--- src/design/ext_irq_consts.svh ---
`ifndef EXT_IRQ_CONSTS_SVH
`define EXT_IRQ_CONSTS_SVH

// ==========================================================
// register map, byte addresses
`define OFS_EVENT_CONTROL 8'h04
`define OFS_ENABLE_CLEAR 8'h08
`define OFS_ENABLE_SET 8'h0c
`define OFS_IRQ_FLAGS 8'h10
`define OFS_WAKE_ENABLES 8'h14
`define OFS_SENSE_CONFIG 8'h18

// ==========================================================
// reset values
`define RST_LINE_BITS 8'h00
`define RST_CONFIG 32'h00000000

// ==========================================================
// field layout
`define NUM_LINES 8
`define NIBBLE_W 4
`define SENSE_LSB 0
`define SENSE_MSB 2
`define FILTER_BIT 3
`define LINE_MSB 7

`endif

--- src/design/ext_irq_pkg.sv ---
package ext_irq_pkg;

    // ==========================================================
    // input sense codes; 3'b110 and 3'b111 are reserved
    typedef enum logic [2:0] {
        SENSE_OFF = 3'b000,
        SENSE_RISE = 3'b001,
        SENSE_FALL = 3'b010,
        SENSE_BOTH = 3'b011,
        SENSE_HIGH = 3'b100,
        SENSE_LOW = 3'b101
    } sense_t;

endpackage

--- src/design/ext_line_detect.sv ---
`timescale 1ns/1ps
`include "ext_irq_consts.svh"

module ext_line_detect
    import ext_irq_pkg::*;
(
    // clock and reset
    input wire logic clk,
    input wire logic rst_n,
    // synchronised pin level
    input wire logic sample,
    // line configuration
    input wire logic filt_en,
    input wire logic [2:0] sense,
    // detection, level
    output logic hit
);

    // ==========================================================
    // helpers
    function automatic logic maj3(input logic a, input logic b, input logic c);
        maj3 = (a & b) | (a & c) | (b & c);
    endfunction

    logic [1:0] hist_q;
    logic prev_q;
    logic voted;
    logic chosen;
    logic rise;
    logic fall;

    // three-sample vote rejects a single-cycle glitch at the cost of one cycle latency
    assign voted = maj3(sample, hist_q[0], hist_q[1]);
    assign chosen = filt_en ? voted : sample;
    assign rise = chosen & ~prev_q;
    assign fall = ~chosen & prev_q;

    // sense decode; reserved codes detect nothing
    always_comb begin
        case (sense)
            SENSE_RISE: hit = rise;
            SENSE_FALL: hit = fall;
            SENSE_BOTH: hit = rise | fall;
            SENSE_HIGH: hit = chosen;
            SENSE_LOW: hit = ~chosen;
            default: hit = 1'b0;
        endcase
    end

    // sample history
    always_ff @(posedge clk) begin
        if (!rst_n) begin
            hist_q <= 2'b00;
            prev_q <= 1'b0;
        end else begin
            hist_q <= {hist_q[0], sample};
            prev_q <= chosen;
        end
    end
endmodule // ext_line_detect

--- src/design/ext_irq_ctrl.sv ---
`timescale 1ns/1ps
`include "ext_irq_consts.svh"

module ext_irq_ctrl
    import ext_irq_pkg::*;
(
    // clock and reset
    input wire logic CLK_SYS,
    input wire logic RST_N,
    // apb slave
    input wire logic PSEL,
    input wire logic PENABLE,
    input wire logic PWRITE,
    input wire logic [7:0] PADDR,
    input wire logic [31:0] PWDATA,
    output logic [31:0] PRDATA,
    output logic PREADY,
    output logic PSLVERR,
    // external pins
    input wire logic [7:0] EXT_IRQ_LINE,
    // system outputs
    output logic IRQ,
    output logic [7:0] EVENT_OUT,
    output logic WAKE_REQ
);

    // ==========================================================
    // state
    logic [7:0] sync1_q;
    logic [7:0] sync2_q;
    logic [7:0] enable_q;
    logic [7:0] enable_d;
    logic [7:0] flag_q;
    logic [7:0] flag_d;
    logic [7:0] wake_en_q;
    logic [7:0] evt_en_q;
    logic [31:0] cfg_q;
    logic [31:0] rdata_q;
    logic [31:0] rdata_d;
    logic [7:0] event_q;
    logic wake_q;
    logic [7:0] hit;
    logic [7:0] wake_en_d;
    logic [7:0] evt_en_d;
    logic [31:0] cfg_d;
    logic [7:0] event_d;
    logic wake_d;

    // ==========================================================
    // helpers

    // one compare per register; offsets outside the map select nothing
    function automatic logic at_ofs(input logic [7:0] addr, input logic [7:0] ofs);
        at_ofs = (addr == ofs);
    endfunction

    // write-one-to-clear, shared by the enable and the flag paths
    function automatic logic [7:0] w1c(input logic [7:0] cur, input logic [7:0] mask);
        w1c = cur & ~mask;
    endfunction

    // ==========================================================
    // bus decode
    wire setup_rd = PSEL & ~PENABLE & ~PWRITE;
    wire wr_acc = PSEL & PENABLE & PWRITE;
    wire sel_evt = at_ofs(PADDR, `OFS_EVENT_CONTROL);
    wire sel_clr = at_ofs(PADDR, `OFS_ENABLE_CLEAR);
    wire sel_set = at_ofs(PADDR, `OFS_ENABLE_SET);
    wire sel_flag = at_ofs(PADDR, `OFS_IRQ_FLAGS);
    wire sel_wake = at_ofs(PADDR, `OFS_WAKE_ENABLES);
    wire sel_cfg = at_ofs(PADDR, `OFS_SENSE_CONFIG);
    wire mapped = sel_evt | sel_clr | sel_set | sel_flag | sel_wake | sel_cfg;
    wire [7:0] wbits = PWDATA[`LINE_MSB:0];

    // zero-wait slave; unmapped addresses answer with an error
    assign PREADY = 1'b1;
    assign PSLVERR = PSEL & PENABLE & ~mapped;
    assign PRDATA = rdata_q;

    // read mux, upper bits zero except for the sense config register, which returns all 32 bits
    always_comb begin
        rdata_d = 32'h00000000;
        if (sel_evt) begin
            rdata_d[7:0] = evt_en_q;
        end
        if (sel_clr | sel_set) begin
            rdata_d[7:0] = enable_q;
        end
        if (sel_flag) begin
            rdata_d[7:0] = flag_q;
        end
        if (sel_wake) begin
            rdata_d[7:0] = wake_en_q;
        end
        if (sel_cfg) begin
            rdata_d = cfg_q;
        end
    end

    // enable: set and clear views act on one register
    assign enable_d = (wr_acc & sel_set) ? (enable_q | wbits) :
        (wr_acc & sel_clr) ? w1c(enable_q, wbits) : enable_q;
    // a detection in the clearing cycle survives the clear
    assign flag_d = ((wr_acc & sel_flag) ? w1c(flag_q, wbits) : flag_q) | hit;

    // plain read-write registers change only on a write access
    assign wake_en_d = (wr_acc & sel_wake) ? wbits : wake_en_q;
    assign evt_en_d = (wr_acc & sel_evt) ? wbits : evt_en_q;
    // all 32 bits are configuration, so nothing is masked here
    assign cfg_d = (wr_acc & sel_cfg) ? PWDATA : cfg_q;

    // outputs follow the detections one cycle later
    assign event_d = hit & evt_en_q;
    assign wake_d = |(hit & wake_en_q);

    // ==========================================================
    // pin synchroniser; first stage feeds only the second
    always_ff @(posedge CLK_SYS) begin
        if (!RST_N) begin
            sync1_q <= 8'h00;
            sync2_q <= 8'h00;
        end else begin
            sync1_q <= EXT_IRQ_LINE;
            sync2_q <= sync1_q;
        end
    end

    // ==========================================================
    // per-line detectors, nibble x configures line x
    for (genvar i = 0; i < `NUM_LINES; i++) begin : g_line
        ext_line_detect u_det (
            .clk(CLK_SYS),
            .rst_n(RST_N),
            .sample(sync2_q[i]),
            .filt_en(cfg_q[i*`NIBBLE_W + `FILTER_BIT]),
            .sense(cfg_q[i*`NIBBLE_W + `SENSE_MSB -: 3]),
            .hit(hit[i])
        );
    end

    // ==========================================================
    // registers, one short process each

    // interrupt enables; one register behind both views
    always_ff @(posedge CLK_SYS) begin
        if (!RST_N) begin
            enable_q <= `RST_LINE_BITS;
        end else begin
            enable_q <= enable_d;
        end
    end

    // interrupt flags
    always_ff @(posedge CLK_SYS) begin
        if (!RST_N) begin
            flag_q <= `RST_LINE_BITS;
        end else begin
            flag_q <= flag_d;
        end
    end

    // wake-up enables
    always_ff @(posedge CLK_SYS) begin
        if (!RST_N) begin
            wake_en_q <= `RST_LINE_BITS;
        end else begin
            wake_en_q <= wake_en_d;
        end
    end

    // event output enables
    always_ff @(posedge CLK_SYS) begin
        if (!RST_N) begin
            evt_en_q <= `RST_LINE_BITS;
        end else begin
            evt_en_q <= evt_en_d;
        end
    end

    // sense and filter configuration
    always_ff @(posedge CLK_SYS) begin
        if (!RST_N) begin
            cfg_q <= `RST_CONFIG;
        end else begin
            cfg_q <= cfg_d;
        end
    end

    // read data snapshot at the setup edge, held until the next read setup
    always_ff @(posedge CLK_SYS) begin
        if (!RST_N) begin
            rdata_q <= 32'h00000000;
        end else if (setup_rd) begin
            rdata_q <= rdata_d;
        end
    end

    // ==========================================================
    // event and wake outputs, registered to keep them glitch free; IRQ is an unregistered OR of flags ANDed with enables
    always_ff @(posedge CLK_SYS) begin
        if (!RST_N) begin
            event_q <= 8'h00;
            wake_q <= 1'b0;
        end else begin
            event_q <= event_d;
            wake_q <= wake_d;
        end
    end

    assign EVENT_OUT = event_q;
    assign WAKE_REQ = wake_q;
    assign IRQ = |(flag_q & enable_q);
endmodule // ext_irq_ctrl

--- config.mk ---
export PLATFORM = sky130hd
export DESIGN_NAME = ext_irq_ctrl
export DESIGN_NICKNAME = d
export VERILOG_FILES = /design/src/design/ext_irq_pkg.sv /design/src/design/ext_line_detect.sv /design/src/design/ext_irq_ctrl.sv
export VERILOG_INCLUDE_DIRS = /design/src /design/src/design
export SDC_FILE = /design/constraint.sdc
export NUM_CORES = 1
export LEC_CHECK = 0
export BUFFER_PORTS_ARGS = -buffer_cell sky130_fd_sc_hd__buf_2
export CAP_MARGIN = 5
export CORE_MARGIN = 1
export CORE_UTILIZATION = 60
export DETAILED_ROUTE_END_ITERATION = 8
export GPL_ROUTABILITY_DRIVEN = 0
export PLACE_DENSITY = 0.82
export REMOVE_ABC_BUFFERS = 1
export SETUP_SLACK_MARGIN = 0.4
export SYNTH_ARGS = -nofsm -noshare
export SYNTH_HDL_FRONTEND = slang
export SYNTH_SLANG_ARGS = --single-unit
export TNS_END_PERCENT = 50
--- constraint.sdc ---
create_clock -name CLK_SYS -period 5.6 [get_ports CLK_SYS]
set_input_delay 0.56 -clock CLK_SYS [delete_from_list [all_inputs] [get_ports CLK_SYS]]
set_output_delay 0.56 -clock CLK_SYS [all_outputs]
set_load 0.01 [all_outputs]
==> flow_summary.toml <==
[power]
power.share.switching_pct = 21.8
ir_worst_vdd_uv = 202
leakage_nw = 2.99
powerDensity_nw_per_um2 = 319
p_int_mw = 1.83
power_frac_seq_pct = 44.8
switchingPower_mw = 0.510
total_power_mw = 2.34
combPwrFrac_pct = 4.5
clkPwrFrac_pct = 50.6

[placement]
port_buffers = 95
dp_slack_ns = 2.67
post-dp-hpwl_um = 9990
place_area_um2 = 6730

[run]
max_cap_viol_count = 0

[synth]
ys_ff_latch = 145
synth_area_um2 = 6220
yosysSeqAreaShare_pct = 46.7
ys.flop_type = "dfxtp_1"
netlist_instances = 719
synth_edf_count = 0
ys_warn_count = 0
syn_avg_cell_area_um2 = 8.65
synthDistinctLibCells = 58
synthArstFlopShare_pct = 0

[sta]
rsz0062_at_grt = "no"
maxSlewViolCount = 0
fin_crit_ns = 2.87
tns_ns = 0
fin_crit_sh_pct = 51.2
worst_slew_pin_slew_ns = 1.10
finClkSkew_ns = 0.0103
timing.fmax_ghz = 0.349
fin_ws_ns = 2.73
slew_headroom_pct = 26.3
setup_viol = 0
hold_violations = 0

[global_routing]
grt_pass1_vias = 5442
grt_pass1_wl_um = 25900
grt_max_degree = 60
grt_remaining_overflow = 0
grt_antenna_before_repair = 0
grt_usage_pct = 30.2

[drt]
vias_per_cell = 5.81
via_count = 5481
ant_nets = 0
first_pass_iters = 5
drc = 0
wire_per_inst_um = 16.7
wl_um = 15700
first_iter_violations = 485

[hold_path]
hold_path_depth = 2
whs_endpoint = "sync1_q[3]"
hold_class = "primary input to flip-flop"
hold_start = "EXT_IRQ_LINE[3]"

[critical_path]
rrSetupSlack_ns = 2.73
timing.rr.end = "WAKE_REQ"
crit_type = "flip-flop to flip-flop"
critPathMaxFanout = 4
arrival_ns = 3.35
reg2reg_depth = 10
end_kind = "flip-flop"
r2r-start = "cfg_q[3]"
worstSetupStartpointType = "flip-flop"
worstPathRequired_ns = 6.08

[die]
coreArea_um2 = 9910
die_w_um = 104
fp.dieArea_um2 = 10800
fp.dieH_um = 104
core.rowCount = 36
pin_count = 97
start_util_pct = 62.7

[finish]
drive_gt1_share_pct = 18.6
fill_cells = 750
fin_area_um2 = 7360
final_common_cell = "dfxtp_1"
layout_common_cells = "dfxtp_1 (145), buf_2 (95), nand2_1 (94)"
antenna_cells = 0
area_growth_syn_to_layout_pct = 18.3
nets = 866

[clock_network]
clock_sinks = 145
cts_buffers = 17
cts_max_level = 4
cts_max_path_buffers = 2
clk_latency_ns = 0.54
clkSlewWorstSetupHoldPaths_ns = 0.06
cts-root-buf = "clkbuf_8"
cts_resized = 0
hold_buffers = 0
cts_setup_buffers = 0
cts_tree = "done"

[run_status]
status = "finished clean"
[worst max path at each step]
stage	from	endpoint	slack, ns	cells after the start
6_report	cfg_q[3]	WAKE_REQ	2.73	10
5_1_grt	cfg_q[3]	WAKE_REQ	2.68	10
4_1_cts	cfg_q[3]	WAKE_REQ	2.80	10
3_5_place_dp	PADDR[2]	PRDATA[11]	2.67	6
3_3_place_gp	PADDR[2]	PRDATA[8]	2.90	6
2_1_floorplan	PADDR[0]	evt_en_q[0]	2.66	5
[registers in the layout, summed over array words and instances, names as in the netlist, named ones only]
name	count
cfg_q	32
g_line.u_det.hist_q	16
evt_en_q	8
flag_q	8
PRDATA	32
sync2_q	8
EVENT_OUT	8
sync1_q	8
WAKE_REQ	1
g_line.u_det.prev_q	8
wake_en_q	8
[power by group through the flow]
stage	Combinational [mW]	Clock, mW	Sequential [mW]
4_1_cts	0.105	1.18	1.05
6_report	0.106	1.19	1.05
2_1_floorplan	0.0524	0	1.07
3_5_place_dp	0.104	0	1.07
5_1_grt	0.116	1.24	1.05
3_3_place_gp	0.0998	0	1.07
[worst max-delay path, stage by stage, from the launching register on]
cell      delay [ns]
dfxtp_1         0.33
and2_1          0.15
or2_1           0.20
a22o_1          0.25
ha_1            0.29
or3b_1          0.37
a21oi_1         0.17
nor2_1          0.07
a311oi_1        0.59
a22o_1          0.27
o41a_1          0.12
[kinds of logic after synthesis]
family / count (synthesis) / synth area share, %
buf+inv: 68 / 4.51
compound gates: 182 / 19.0
simple gates: 280 / 22.2
other cells: 1 / 0.0603
mux: 24 / 3.86
flops: 145 / 46.7
fa+ha+maj: 16 / 3.22
xor+xnor: 3 / 0.423
[Yosys cell counts (4+ instances only)]
library cell | number | area share [%]
a21o_1 | 7 | 0.85
a21oi_1 | 85 | 6.8
a22oi_1 | 28 | 3.4
a2bb2oi_1 | 9 | 1.3
and2_1 | 34 | 3.4
and3_1 | 7 | 0.70
buf_2 | 5 | 0.40
buf_4 | 5 | 0.60
clkbuf_1 | 32 | 1.9
dfxtp_1 | 145 | 47
ha_1 | 16 | 3.2
inv_1 | 24 | 1.4
mux2i_1 | 24 | 3.9
nand2_1 | 94 | 5.7
nand2b_1 | 26 | 2.6
nand3_1 | 9 | 0.72
nand3b_1 | 4 | 0.48
nor2_1 | 69 | 4.2
nor2b_1 | 21 | 2.1
o21ai_0 | 10 | 0.81
o21ai_1 | 8 | 0.64
o221ai_1 | 11 | 1.5
o22ai_1 | 4 | 0.40
[per-layer routing]
metal	up-vias	track usage [%]	part of all wire, %
met5	-	0	0
met4	0	13.1	2.9
met3	49	10.3	8.5
met2	265	49.7	48
met1	2554	36.0	41
li1	2613	-	-
[per-stage QoR]
step           hold slack [ns]  utilization (%)  std cells
4_1_cts                  0.227             74.2        943
2_1_floorplan            0.412                -        677
5_1_grt                  0.217             74.2        943
6_report                 0.229             74.2        943
3_5_place_dp             0.417             67.9        911
3_3_place_gp             0.414             67.9        911
[cell type report]
| cell class | count | area (um^2) | area share [%] |
|---|---|---|---|
| clock buffer | 19 | 442 | 6.00 |
| clock inverter | 13 | 184 | 2.50 |
| inverter | 26 | 97.6 | 1.33 |
| multi-input combinational | 506 | 3040 | 41.4 |
| sequential | 145 | 2900 | 39.5 |
| tap | 133 | 166 | 2.26 |
| timing repair buffer | 101 | 520 | 7.08 |
Power figures use the tool's default switching activity.
